**config.mk**
```make
export PLATFORM = sky130hd
export DESIGN_NAME = pcie_ext_capability_fields
export DESIGN_NICKNAME = d
export VERILOG_FILES = /design/src/pcie_cap_fields_pkg.sv /design/src/ext_cap_header_word.sv /design/src/pcie_ext_capability_fields.sv
export SDC_FILE = /design/constraint.sdc
export NUM_CORES = 1
export LEC_CHECK = 0
export BUFFER_PORTS_ARGS = -buffer_cell sky130_fd_sc_hd__clkbuf_2
export CAP_MARGIN = 20
export CORE_ASPECT_RATIO = 0.5
export CORE_UTILIZATION = 25
export CTS_CLUSTER_DIAMETER = 60
export DETAILED_ROUTE_END_ITERATION = 10
export SETUP_SLACK_MARGIN = 0.3
export SLEW_MARGIN = 40
export SYNTH_ARGS = -nofsm -noshare
export SYNTH_HDL_FRONTEND = slang
export SYNTH_SLANG_ARGS = --single-unit
export TNS_END_PERCENT = 10
```
**constraint.sdc**
```tcl
create_clock -name aclk -period 6.5 [get_ports aclk]
set_clock_uncertainty 0.2 [all_clocks]
set_input_delay 0.975 -clock aclk [delete_from_list [all_inputs] [get_ports aclk]]
set_output_delay 0.975 -clock aclk [all_outputs]
set_load 0.005 [all_outputs]
```
**src/pcie_cap_fields_pkg.sv**
```systemverilog
// register map, field layout and response codes of the capability field bank
package pcie_cap_fields_pkg;
   localparam int unsigned DATA_W       = 32;
   localparam int unsigned STRB_W       = DATA_W / 8;
   localparam int unsigned REG_AW       = 6;

   localparam logic [REG_AW-1:0] OFF_ERR_HDR   = 6'h00;
   localparam logic [REG_AW-1:0] OFF_ERR_CAPS  = 6'h04;
   localparam logic [REG_AW-1:0] OFF_ALT_HDR   = 6'h08;
   localparam logic [REG_AW-1:0] OFF_ALT_CTRL  = 6'h0c;
   localparam logic [REG_AW-1:0] OFF_PB_HDR    = 6'h10;
   localparam logic [REG_AW-1:0] OFF_PB_CAP    = 6'h14;
   localparam logic [REG_AW-1:0] OFF_LAT_HDR   = 6'h18;
   localparam logic [REG_AW-1:0] OFF_LAT_LIM   = 6'h1c;
   localparam logic [REG_AW-1:0] OFF_RID_IN    = 6'h20;
   localparam logic [REG_AW-1:0] OFF_RID_SPLIT = 6'h24;

   localparam int unsigned NEXT_PTR_LSB  = 20;
   localparam int unsigned NEXT_PTR_W    = 12;
   localparam int unsigned VER_LSB       = 16;
   localparam int unsigned VER_W         = 4;
   localparam int unsigned CAP_ID_W      = 16;

   localparam int unsigned ECRC_GEN_CAP_BIT = 5;
   localparam int unsigned ECRC_GEN_EN_BIT  = 6;
   localparam int unsigned ECRC_CHK_CAP_BIT = 7;
   localparam int unsigned ECRC_CHK_EN_BIT  = 8;

   localparam int unsigned NEXT_FUNC_LSB = 8;
   localparam int unsigned NEXT_FUNC_W   = 8;
   localparam int unsigned SYS_ALLOC_BIT = 0;

   localparam int unsigned LAT_W         = 10;
   localparam int unsigned SNOOP_LSB     = 0;
   localparam int unsigned NOSNOOP_LSB   = 16;

   localparam int unsigned RID_W          = 16;
   localparam int unsigned BUS_W          = 8;
   localparam int unsigned DEV_W          = 5;
   localparam int unsigned FUNC_LEGACY_W  = 3;
   localparam int unsigned FUNC_W         = 8;
   localparam int unsigned SPLIT_BUS_LSB  = 0;
   localparam int unsigned SPLIT_DEV_LSB  = 8;
   localparam int unsigned SPLIT_FUNC_LSB = 16;

   localparam logic [1:0] RESP_OKAY   = 2'h0;
   localparam logic [1:0] RESP_SLVERR = 2'h2;
endpackage : pcie_cap_fields_pkg

```
**src/ext_cap_header_word.sv**
```systemverilog
// one extended capability header word built from build-time fields
`timescale 1ns/10ps
module ext_cap_header_word
   import pcie_cap_fields_pkg::*;
#(
   parameter logic [NEXT_PTR_W-1:0] NEXT_PTR = 12'h000,
   parameter logic [VER_W-1:0]      VERSION  = 4'h1,
   parameter logic [CAP_ID_W-1:0]   CAP_ID   = 16'h0000
)
(
   output wire logic [DATA_W-1:0] word
);
   // constant word: no storage, so a write can never alter it
   assign word = {NEXT_PTR, VERSION, CAP_ID};
endmodule : ext_cap_header_word

```
**src/pcie_ext_capability_fields.sv**
```systemverilog
// capability field register bank with an AXI4-Lite slave port
//
// Implementation choices: the AXI4-Lite slave port and the register addresses.
`timescale 1ns/10ps
// Functional notes
// - next pointers give following offset or zero
// - ecrc check capable appears at bit 7
// - ecrc generate capable appears at bit 5
// - routing off: bus 8, device 5, function 3
// - routing on: bus 8, function 8
// - routing header bits 31:20 next pointer
// - routing header bits 19:16 version
// - routing control bits 15:8 next function
// - power header bits 31:20 next pointer
// - power header bits 19:16 version
// - system allocated shown at power bit 0
// - latency header bits 31:20 next pointer
// - latency header bits 19:16 version
// - snoop latency in bits 9:0
// - no-snoop latency in bits 25:16
module pcie_ext_capability_fields
#(
   parameter int unsigned                                ADDR_W = 12,
   parameter logic [pcie_cap_fields_pkg::NEXT_PTR_W-1:0] ERR_NEXT_PTR = 12'h000,
   parameter logic [pcie_cap_fields_pkg::VER_W-1:0]      ERR_VERSION = 4'h1,
   parameter logic [pcie_cap_fields_pkg::CAP_ID_W-1:0]   ERR_CAP_ID = 16'h0000,
   parameter logic                                       ECRC_CHECK_CAPABLE = 1'h0,
   parameter logic                                       ECRC_GENERATE_CAPABLE = 1'h0,
   parameter logic                                       ALT_ROUTING_ENABLE = 1'h0,
   parameter logic [pcie_cap_fields_pkg::NEXT_PTR_W-1:0] ALT_NEXT_PTR = 12'h000,
   parameter logic [pcie_cap_fields_pkg::VER_W-1:0]      ALT_VERSION = 4'h1,
   parameter logic [pcie_cap_fields_pkg::CAP_ID_W-1:0]   ALT_CAP_ID = 16'h0000,
   parameter logic [pcie_cap_fields_pkg::NEXT_FUNC_W-1:0] ALT_NEXT_FUNCTION = 8'h00,
   parameter logic [pcie_cap_fields_pkg::NEXT_PTR_W-1:0] PB_NEXT_PTR = 12'h000,
   parameter logic [pcie_cap_fields_pkg::VER_W-1:0]      PB_VERSION = 4'h1,
   parameter logic [pcie_cap_fields_pkg::CAP_ID_W-1:0]   PB_CAP_ID = 16'h0000,
   parameter logic                                       PB_SYS_ALLOCATED = 1'h0,
   parameter logic [pcie_cap_fields_pkg::NEXT_PTR_W-1:0] LAT_NEXT_PTR = 12'h000,
   parameter logic [pcie_cap_fields_pkg::VER_W-1:0]      LAT_VERSION = 4'h1,
   parameter logic [pcie_cap_fields_pkg::CAP_ID_W-1:0]   LAT_CAP_ID = 16'h0000,
   parameter logic [pcie_cap_fields_pkg::LAT_W-1:0]      MAX_SNOOP_LATENCY = 10'h000,
   parameter logic [pcie_cap_fields_pkg::LAT_W-1:0]      MAX_NOSNOOP_LATENCY = 10'h000
)
(
   input  wire logic                                     aclk,
   input  wire logic                                     aresetn,
   input  wire logic [ADDR_W-1:0]                        awaddr,
   input  wire logic                                     awvalid,
   output wire logic                                     awready,
   input  wire logic [pcie_cap_fields_pkg::DATA_W-1:0]   wdata,
   input  wire logic [pcie_cap_fields_pkg::STRB_W-1:0]   wstrb,
   input  wire logic                                     wvalid,
   output wire logic                                     wready,
   output wire logic [1:0]                               bresp,
   output wire logic                                     bvalid,
   input  wire logic                                     bready,
   input  wire logic [ADDR_W-1:0]                        araddr,
   input  wire logic                                     arvalid,
   output wire logic                                     arready,
   output wire logic [pcie_cap_fields_pkg::DATA_W-1:0]   rdata,
   output wire logic [1:0]                               rresp,
   output wire logic                                     rvalid,
   input  wire logic                                     rready,
   output wire logic                                     ecrc_generate_enable,
   output wire logic                                     ecrc_check_enable,
   output wire logic                                     alt_routing_enable_cfg,
   output wire logic [pcie_cap_fields_pkg::LAT_W-1:0]    max_snoop_latency,
   output wire logic [pcie_cap_fields_pkg::LAT_W-1:0]    max_nosnoop_latency,
   output wire logic [pcie_cap_fields_pkg::BUS_W-1:0]    rid_bus,
   output wire logic [pcie_cap_fields_pkg::DEV_W-1:0]    rid_device,
   output wire logic [pcie_cap_fields_pkg::FUNC_W-1:0]   rid_function
);
   import pcie_cap_fields_pkg::*;

   if (ADDR_W < REG_AW)
   begin : g_bad_addr_w
      $error("ADDR_W too narrow for the register map");
   end

   // byte-lane merge for the writable words
   function automatic logic [DATA_W-1:0] lane_merge(input logic [DATA_W-1:0] old_w,
                                                    input logic [DATA_W-1:0] new_w,
                                                    input logic [STRB_W-1:0] strb);
      logic [DATA_W-1:0] res;
      res = old_w;
      for (int i = 0; i < STRB_W; i++)
      begin
         if (strb[i])
         begin
            res[i*8 +: 8] = new_w[i*8 +: 8];
         end
      end
      return res;
   endfunction : lane_merge

   logic [DATA_W-1:0] err_hdr_word;
   logic [DATA_W-1:0] alt_hdr_word;
   logic [DATA_W-1:0] pb_hdr_word;
   logic [DATA_W-1:0] lat_hdr_word;

   // each header carries its own chain pointer
   ext_cap_header_word #(.NEXT_PTR(ERR_NEXT_PTR), .VERSION(ERR_VERSION), .CAP_ID(ERR_CAP_ID))
      u_err_hdr (.word(err_hdr_word));
   ext_cap_header_word #(.NEXT_PTR(ALT_NEXT_PTR), .VERSION(ALT_VERSION), .CAP_ID(ALT_CAP_ID))
      u_alt_hdr (.word(alt_hdr_word));
   ext_cap_header_word #(.NEXT_PTR(PB_NEXT_PTR), .VERSION(PB_VERSION), .CAP_ID(PB_CAP_ID))
      u_pb_hdr (.word(pb_hdr_word));
   ext_cap_header_word #(.NEXT_PTR(LAT_NEXT_PTR), .VERSION(LAT_VERSION), .CAP_ID(LAT_CAP_ID))
      u_lat_hdr (.word(lat_hdr_word));

   // write channel state
   logic                aw_have_q;
   logic [ADDR_W-1:0]   aw_addr_q;
   logic                w_have_q;
   logic [DATA_W-1:0]   w_data_q;
   logic [STRB_W-1:0]   w_strb_q;
   logic                bvalid_q;
   logic [1:0]          bresp_q;
   // read channel state
   logic                rvalid_q;
   logic [DATA_W-1:0]   rdata_q;
   logic [1:0]          rresp_q;
   logic [REG_AW-1:0]   raddr_q;
   // software state
   logic                gen_en_q;
   logic                chk_en_q;
   logic [LAT_W-1:0]    snoop_q;
   logic [LAT_W-1:0]    nosnoop_q;
   logic [RID_W-1:0]    rid_q;
   logic [BUS_W-1:0]    rid_bus_q;
   logic [DEV_W-1:0]    rid_dev_q;
   logic [FUNC_W-1:0]   rid_func_q;

   wire aw_fire = awvalid && awready;
   wire w_fire  = wvalid && wready;
   wire ar_fire = arvalid && arready;
   // both halves held: the write is done one edge after the later of the two
   wire wr_go   = aw_have_q && w_have_q;

   assign awready = !aw_have_q && !bvalid_q;
   assign wready  = !w_have_q && !bvalid_q;
   assign arready = !rvalid_q;

   // write decode
   wire [REG_AW-1:0] wr_off    = aw_addr_q[REG_AW-1:0];
   wire              wr_in_map = (aw_addr_q >> REG_AW) == '0;
   wire wsel_err_hdr   = wr_in_map && (wr_off == OFF_ERR_HDR);
   wire wsel_err_caps  = wr_in_map && (wr_off == OFF_ERR_CAPS);
   wire wsel_alt_hdr   = wr_in_map && (wr_off == OFF_ALT_HDR);
   wire wsel_alt_ctrl  = wr_in_map && (wr_off == OFF_ALT_CTRL);
   wire wsel_pb_hdr    = wr_in_map && (wr_off == OFF_PB_HDR);
   wire wsel_pb_cap    = wr_in_map && (wr_off == OFF_PB_CAP);
   wire wsel_lat_hdr   = wr_in_map && (wr_off == OFF_LAT_HDR);
   wire wsel_lat_lim   = wr_in_map && (wr_off == OFF_LAT_LIM);
   wire wsel_rid_in    = wr_in_map && (wr_off == OFF_RID_IN);
   wire wsel_rid_split = wr_in_map && (wr_off == OFF_RID_SPLIT);
   wire wr_mapped = wsel_err_hdr || wsel_err_caps || wsel_alt_hdr || wsel_alt_ctrl
                 || wsel_pb_hdr || wsel_pb_cap || wsel_lat_hdr || wsel_lat_lim
                 || wsel_rid_in || wsel_rid_split;

   // current words of the writable registers, for lane merging
   logic [DATA_W-1:0] err_caps_word;
   logic [DATA_W-1:0] lat_lim_word;
   logic [DATA_W-1:0] rid_in_word;
   always_comb
   begin
      err_caps_word = '0;
      err_caps_word[ECRC_GEN_CAP_BIT] = ECRC_GENERATE_CAPABLE;
      err_caps_word[ECRC_GEN_EN_BIT]  = gen_en_q;
      err_caps_word[ECRC_CHK_CAP_BIT] = ECRC_CHECK_CAPABLE;
      err_caps_word[ECRC_CHK_EN_BIT]  = chk_en_q;
      lat_lim_word = '0;
      lat_lim_word[SNOOP_LSB +: LAT_W]   = snoop_q;
      lat_lim_word[NOSNOOP_LSB +: LAT_W] = nosnoop_q;
      rid_in_word = '0;
      rid_in_word[RID_W-1:0] = rid_q;
   end

   wire [DATA_W-1:0] caps_merged = lane_merge(err_caps_word, w_data_q, w_strb_q);
   wire [DATA_W-1:0] lat_merged  = lane_merge(lat_lim_word, w_data_q, w_strb_q);
   wire [DATA_W-1:0] rid_merged  = lane_merge(rid_in_word, w_data_q, w_strb_q);

   // enables stick at zero unless the matching capability is advertised
   wire gen_en_d  = (wr_go && wsel_err_caps)
                  ? (caps_merged[ECRC_GEN_EN_BIT] && ECRC_GENERATE_CAPABLE) : gen_en_q;
   wire chk_en_d  = (wr_go && wsel_err_caps)
                  ? (caps_merged[ECRC_CHK_EN_BIT] && ECRC_CHECK_CAPABLE) : chk_en_q;
   wire [LAT_W-1:0] snoop_d   = (wr_go && wsel_lat_lim)
                              ? lat_merged[SNOOP_LSB +: LAT_W] : snoop_q;
   wire [LAT_W-1:0] nosnoop_d = (wr_go && wsel_lat_lim)
                              ? lat_merged[NOSNOOP_LSB +: LAT_W] : nosnoop_q;
   wire [RID_W-1:0] rid_d     = (wr_go && wsel_rid_in) ? rid_merged[RID_W-1:0] : rid_q;

   // requester id split, selected by the routing mode
   wire [BUS_W-1:0]  split_bus  = rid_q[RID_W-1 -: BUS_W];
   wire [DEV_W-1:0]  split_dev  = ALT_ROUTING_ENABLE
                                ? '0 : rid_q[FUNC_LEGACY_W +: DEV_W];
   wire [FUNC_W-1:0] split_func = ALT_ROUTING_ENABLE
                                ? rid_q[FUNC_W-1:0]
                                : {{(FUNC_W-FUNC_LEGACY_W){1'b0}},
                                   rid_q[FUNC_LEGACY_W-1:0]};

   // read decode
   wire [REG_AW-1:0] rd_off    = araddr[REG_AW-1:0];
   wire              rd_in_map = (araddr >> REG_AW) == '0;
   wire rsel_err_hdr   = rd_in_map && (rd_off == OFF_ERR_HDR);
   wire rsel_err_caps  = rd_in_map && (rd_off == OFF_ERR_CAPS);
   wire rsel_alt_hdr   = rd_in_map && (rd_off == OFF_ALT_HDR);
   wire rsel_alt_ctrl  = rd_in_map && (rd_off == OFF_ALT_CTRL);
   wire rsel_pb_hdr    = rd_in_map && (rd_off == OFF_PB_HDR);
   wire rsel_pb_cap    = rd_in_map && (rd_off == OFF_PB_CAP);
   wire rsel_lat_hdr   = rd_in_map && (rd_off == OFF_LAT_HDR);
   wire rsel_lat_lim   = rd_in_map && (rd_off == OFF_LAT_LIM);
   wire rsel_rid_in    = rd_in_map && (rd_off == OFF_RID_IN);
   wire rsel_rid_split = rd_in_map && (rd_off == OFF_RID_SPLIT);
   wire rd_mapped = rsel_err_hdr || rsel_err_caps || rsel_alt_hdr || rsel_alt_ctrl
                 || rsel_pb_hdr || rsel_pb_cap || rsel_lat_hdr || rsel_lat_lim
                 || rsel_rid_in || rsel_rid_split;

   logic [DATA_W-1:0] alt_ctrl_word;
   logic [DATA_W-1:0] pb_cap_word;
   logic [DATA_W-1:0] split_word;
   always_comb
   begin
      alt_ctrl_word = '0;
      alt_ctrl_word[NEXT_FUNC_LSB +: NEXT_FUNC_W] = ALT_NEXT_FUNCTION;
      pb_cap_word = '0;
      pb_cap_word[SYS_ALLOC_BIT] = PB_SYS_ALLOCATED;
      split_word = '0;
      split_word[SPLIT_BUS_LSB +: BUS_W]  = split_bus;
      split_word[SPLIT_DEV_LSB +: DEV_W]  = split_dev;
      split_word[SPLIT_FUNC_LSB +: FUNC_W] = split_func;
   end

   // unmapped reads return zero with an error response
   wire [DATA_W-1:0] rd_word = rsel_err_hdr   ? err_hdr_word
                             : rsel_err_caps  ? err_caps_word
                             : rsel_alt_hdr   ? alt_hdr_word
                             : rsel_alt_ctrl  ? alt_ctrl_word
                             : rsel_pb_hdr    ? pb_hdr_word
                             : rsel_pb_cap    ? pb_cap_word
                             : rsel_lat_hdr   ? lat_hdr_word
                             : rsel_lat_lim   ? lat_lim_word
                             : rsel_rid_in    ? rid_in_word
                             : rsel_rid_split ? split_word
                             : '0;

   always_ff @(posedge aclk)
   begin
      if (!aresetn)
      begin
         aw_have_q <= 1'b0;
         aw_addr_q <= '0;
         w_have_q  <= 1'b0;
         w_data_q  <= '0;
         w_strb_q  <= '0;
         bvalid_q  <= 1'b0;
         bresp_q   <= RESP_OKAY;
      end
      else
      begin
         if (aw_fire)
         begin
            aw_have_q <= 1'b1;
            aw_addr_q <= awaddr;
         end
         else if (wr_go)
         begin
            aw_have_q <= 1'b0;
         end
         if (w_fire)
         begin
            w_have_q <= 1'b1;
            w_data_q <= wdata;
            w_strb_q <= wstrb;
         end
         else if (wr_go)
         begin
            w_have_q <= 1'b0;
         end
         if (wr_go)
         begin
            bvalid_q <= 1'b1;
            // read-only targets answer okay and keep their value
            bresp_q  <= wr_mapped ? RESP_OKAY : RESP_SLVERR;
         end
         else if (bready)
         begin
            bvalid_q <= 1'b0;
         end
      end
   end

   always_ff @(posedge aclk)
   begin
      if (!aresetn)
      begin
         rvalid_q <= 1'b0;
         rdata_q  <= '0;
         rresp_q  <= RESP_OKAY;
         raddr_q  <= '0;
      end
      else if (ar_fire)
      begin
         rvalid_q <= 1'b1;
         rdata_q  <= rd_word;
         rresp_q  <= rd_mapped ? RESP_OKAY : RESP_SLVERR;
         raddr_q  <= rd_off;
      end
      else if (rready)
      begin
         rvalid_q <= 1'b0;
      end
   end

   always_ff @(posedge aclk)
   begin
      if (!aresetn)
      begin
         gen_en_q   <= 1'b0;
         chk_en_q   <= 1'b0;
         snoop_q    <= MAX_SNOOP_LATENCY;
         nosnoop_q  <= MAX_NOSNOOP_LATENCY;
         rid_q      <= '0;
         rid_bus_q  <= '0;
         rid_dev_q  <= '0;
         rid_func_q <= '0;
      end
      else
      begin
         gen_en_q   <= gen_en_d;
         chk_en_q   <= chk_en_d;
         snoop_q    <= snoop_d;
         nosnoop_q  <= nosnoop_d;
         rid_q      <= rid_d;
         rid_bus_q  <= split_bus;
         rid_dev_q  <= split_dev;
         rid_func_q <= split_func;
      end
   end

   assign bvalid                 = bvalid_q;
   assign bresp                  = bresp_q;
   assign rvalid                 = rvalid_q;
   assign rdata                  = rdata_q;
   assign rresp                  = rresp_q;
   assign ecrc_generate_enable   = gen_en_q;
   assign ecrc_check_enable      = chk_en_q;
   assign alt_routing_enable_cfg = ALT_ROUTING_ENABLE;
   assign max_snoop_latency      = snoop_q;
   assign max_nosnoop_latency    = nosnoop_q;
   assign rid_bus                = rid_bus_q;
   assign rid_device             = rid_dev_q;
   assign rid_function           = rid_func_q;

   wire rd_ok = rvalid_q && (rresp_q == RESP_OKAY);
endmodule : pcie_ext_capability_fields

```
==> parameters.txt <==
Parameter                              Value

Status
  Outcome    finished, final reports clean

Timing
  Min cycle time layout    around 2.7 ns
  Final max-slew violation count    0
  Fmax    between 300 and 400 MHz
  Sum of negative setup slack    0 ns
  Worst hold-check slack    between 0.2 and 0.25 ns
  Final setup violation count    0
  Tightest slew margin relative to the limit    0.465
  Setup repair after global routing missed its margin    false
  Post-route fraction of the period consumed by the critical path    0.412
  Hold Violations, Final    0
  Worst slew pin tran    roughly 0.80 ns

Final layout
  Fraction of final layout cells with drive strength greater than 1    0.271
  Leading cell types in the layout, fill and taps excluded    sky130_fd_sc_hd__nand2_1 (141), sky130_fd_sc_hd__clkbuf_2 (128), sky130_fd_sc_hd__dfxtp_1 (126)
  Most common cell after layout, fill and taps aside    sky130_fd_sc_hd__nand2_1
  Count of filler cells inserted in the layout    just under 2000
  Number of standard cells in the layout, taps in and fillers out    921
  Area overhead of the layout relative to synthesis    28.8%
  Final Net Count    a little over 700

Drt
  Number of routed nets with antenna violations    0
  Violation count after the first detailed-routing iteration    roughly 210
  Total Wirelength    roughly 13000 microns
  Via-per-instance ratio    about 4.2
  Vias after detailed routing    3902
  Final routed DRC violation total    0
  Number of search-and-repair iterations in the first detailed-routing pass    4
  Routed len/inst    14.0 microns

Critical path
  Crit path required time    between 6 and 7 ns
  Critical path type    in2reg
  Max incr delay on CP    ~0.65 ns
  CP cell instances    clkbuf_2 > or4_1 > nor4_4 > nand2_1 > o21ai_0
  Maximum fanout count along the critical path    9
  Arr. time, crit path    between 2 and 3 ns
  Library cell contributing the largest single delay on the critical path    sky130_fd_sc_hd__or4_1
  Kind of start point of the critical path    input port
  Endpoint type of the worst setup path    register
  Depth of the most critical reg-to-reg path    4

Power
  Power Dens Cells    293 nW/um^2
  LEAKAGE    between 2 and 3 nW
  Switching power total    ~0.00047 W
  Worst voltage drop across the vdd grid    between 0.1 and 0.15 mV
  Flop pwr share    0.434
  Switching fraction of total power    0.252
  Int Pwr    0.00139 W
  Fraction of power consumed by combinational cells    0.060
  Portion of total power attributed to the clock network    0.506

Floorplan
  Vertical die dimension    between 100 and 150 microns
  Core Region    18800 sq um
  Floorplan die area    20200 sq um
  Horizontal extent of the die    between 200 and 250 microns
  I/O pin total    roughly 150
  Starting density of the core    0.261
  Number of core rows    35

CTS
  TritonCTS clock tree    built
  Library cell used as clock root buffer    sky130_fd_sc_hd__clkbuf_16
  Clock buffer count from CTS    17
  CTS Sinks    126
  Later-pin clock latency in the skew report    between 0.4 and 0.5 ns
  Number of buffers between clock root and the deepest sink    2
  Post-CTS resize count    0
  Number of hold buffers added after cts    0
  H-tree lvl count    4
  Total setup buffers inserted after CTS    0
  Clock transition at the registers of the reported paths    0.06 ns

Synthesis
  Mean cell area of the mapped netlist    around 9.4 sq um
  Sequential-to-total area share from yosys stat    0.514
  Cell area after technology mapping    a little under 5000 sq um
  Post-Synthesis Cells    around 530
  Number of synthesized register bits    between 100 and 150
  Top cells by area in the synthesized netlist    sky130_fd_sc_hd__dfxtp_1 (51%), sky130_fd_sc_hd__nand2_1 (11%), sky130_fd_sc_hd__mux2i_1 (9.4%)
  Number of warnings reported in the yosys synthesis log    0
  Netlist cell types    34
  Share of the synthesized area in the top cell type    0.514
  Largest area contributor in the synthesized netlist    sky130_fd_sc_hd__dfxtp_1

GRT
  Global-route usage over all layers    0.127
  Number of antenna violations at the first check in global routing    1
  Overflow after GRT    0
  Pin count of the biggest net entering global routing    107
  Wire length of the first global-routing pass    roughly 20000 microns
  Via count of the first global-routing pass    around 3900

Flow run
  Max-Cap Viols    0

Placed design
  Gp weighted congestion    0.796
  Inst Count DP    888
  Detail Placement HPWL    roughly 9000 microns
  Count of input and output buffers    roughly 130

Worst hold path
  Min-Delay Path Depth    2
  Hold WC Path Type    reg2reg
through the flow:
stage | worst slack [ns] | utilization | area, sq um | power, W
floorplan | 3.78 | - | 4970 | 0.000896
global placement | 3.43 | 0.304 | 5730 | 0.000931
detailed placement | 3.39 | 0.305 | 5740 | 0.000934
CTS | 3.83 | 0.336 | 6320 | 0.00188
global route | 3.66 | 0.336 | 6320 | 0.00193
finish | 3.82 | 0.336 | 6320 | 0.00185
critical path, delay by kind of cell:
kind,cells,cell delay (ns)
AOI/OAI and AO/OA,1,0.25
buffers and inverters,1,0.08
and+or+nand+nor,3,1.49
layout make-up:
type | instances | area (sq um) | share of cell area
Sequential cell | 126 | 2520 | 0.399
Multi-Input combinational cell | 351 | 2140 | 0.338
Timing Repair Buffer | 133 | 682 | 0.108
Clock buffer | 18 | 439 | 0.0694
Tap cell | 259 | 324 | 0.0512
Clock inverter | 14 | 148 | 0.0233
Inverter | 19 | 71.3 | 0.0113
Antenna cell | 1 | 2.50 | 0.000396
logic make-up after synthesis:
family	synth area share
AND/OR/NAND/NOR	0.188
flip-flops	0.514
AO/OA/AOI/OAI	0.134
buffers and inverters	0.0634
multiplexers	0.101
other	0.000764
synth_stat cells:
library cell and n:
sky130_fd_sc_hd__nand2_1 141, sky130_fd_sc_hd__dfxtp_1 126, sky130_fd_sc_hd__a21boi_0 47, sky130_fd_sc_hd__mux2i_1 46, sky130_fd_sc_hd__clkbuf_1 25, sky130_fd_sc_hd__nor2b_1 20, sky130_fd_sc_hd__inv_1 19, sky130_fd_sc_hd__buf_4 18
sky130_fd_sc_hd__a22oi_1 12, sky130_fd_sc_hd__o21ai_0 12, sky130_fd_sc_hd__a32oi_1 9, sky130_fd_sc_hd__nand3_1 6, sky130_fd_sc_hd__nand2b_1 4, sky130_fd_sc_hd__nor2_1 4, sky130_fd_sc_hd__a22o_1 3, sky130_fd_sc_hd__and2_1 3
sky130_fd_sc_hd__mux2_2 3, sky130_fd_sc_hd__nand2_2 3, sky130_fd_sc_hd__nand4b_1 3, sky130_fd_sc_hd__nor4_4 3, sky130_fd_sc_hd__a21oi_1 2, sky130_fd_sc_hd__nor4_1 2, sky130_fd_sc_hd__or4_1 2, sky130_fd_sc_hd__or4_4 2
sky130_fd_sc_hd__a21boi_1 1, sky130_fd_sc_hd__a31oi_1 1, sky130_fd_sc_hd__buf_6 1, sky130_fd_sc_hd__conb_1 1, sky130_fd_sc_hd__nor3_1 1, sky130_fd_sc_hd__o2111ai_1 1, sky130_fd_sc_hd__o211a_1 1, sky130_fd_sc_hd__o22ai_1 1
sky130_fd_sc_hd__or2_2 1, sky130_fd_sc_hd__or3b_2 1
per-layer routing:
layer | up-vias | wire, microns | share of wire | global-route usage
li1 | 1985 | - | - | -
met1 | 1838 | 6080 | 0.47 | 0.156
met2 | 68 | 6220 | 0.48 | 0.218
met3 | 11 | 379 | 0.029 | 0.0314
met4 | 0 | 172 | 0.013 | 0.0426
met5 | - | 0 | 0 | 0
state kept, by name, indices dropped and copies added (netlist names):
signal and count:
rdata 26, w_data_q 26, rid_q 16, aw_addr_q 12
max_nosnoop_latency 10, max_snoop_latency 10, rid_bus 8, rid_device 5
w_strb_q 4, rid_function 3, aw_have_q 1, bresp 1
bvalid 1, rresp 1, rvalid 1, w_have_q 1
final timing paths:
| kind | startpoint | endpoint | slack (ns) |
|---|---|---|---|
| setup / recovery | araddr[7] | rdata[9] | 3.82 |
| hold / removal | w_data_q[14] | rid_q[14] | 0.25 |
| setup reg to reg | aw_addr_q[11] | rid_q[3] | 3.98 |
| hold reg to reg | w_data_q[14] | rid_q[14] | 0.25 |
power by group through the flow:
stage          sequential [W]  clock [W]  combinational [W]
3_3_place_gp         0.000822          0           0.000110
2_1_floorplan        0.000819          0          0.0000772
5_1_grt              0.000808   0.000998           0.000124
3_5_place_dp         0.000823          0           0.000111
4_1_cts              0.000805   0.000960           0.000112
6_report             0.000805   0.000938           0.000111
No activity file was read; power rests on OpenSTA's default activity.
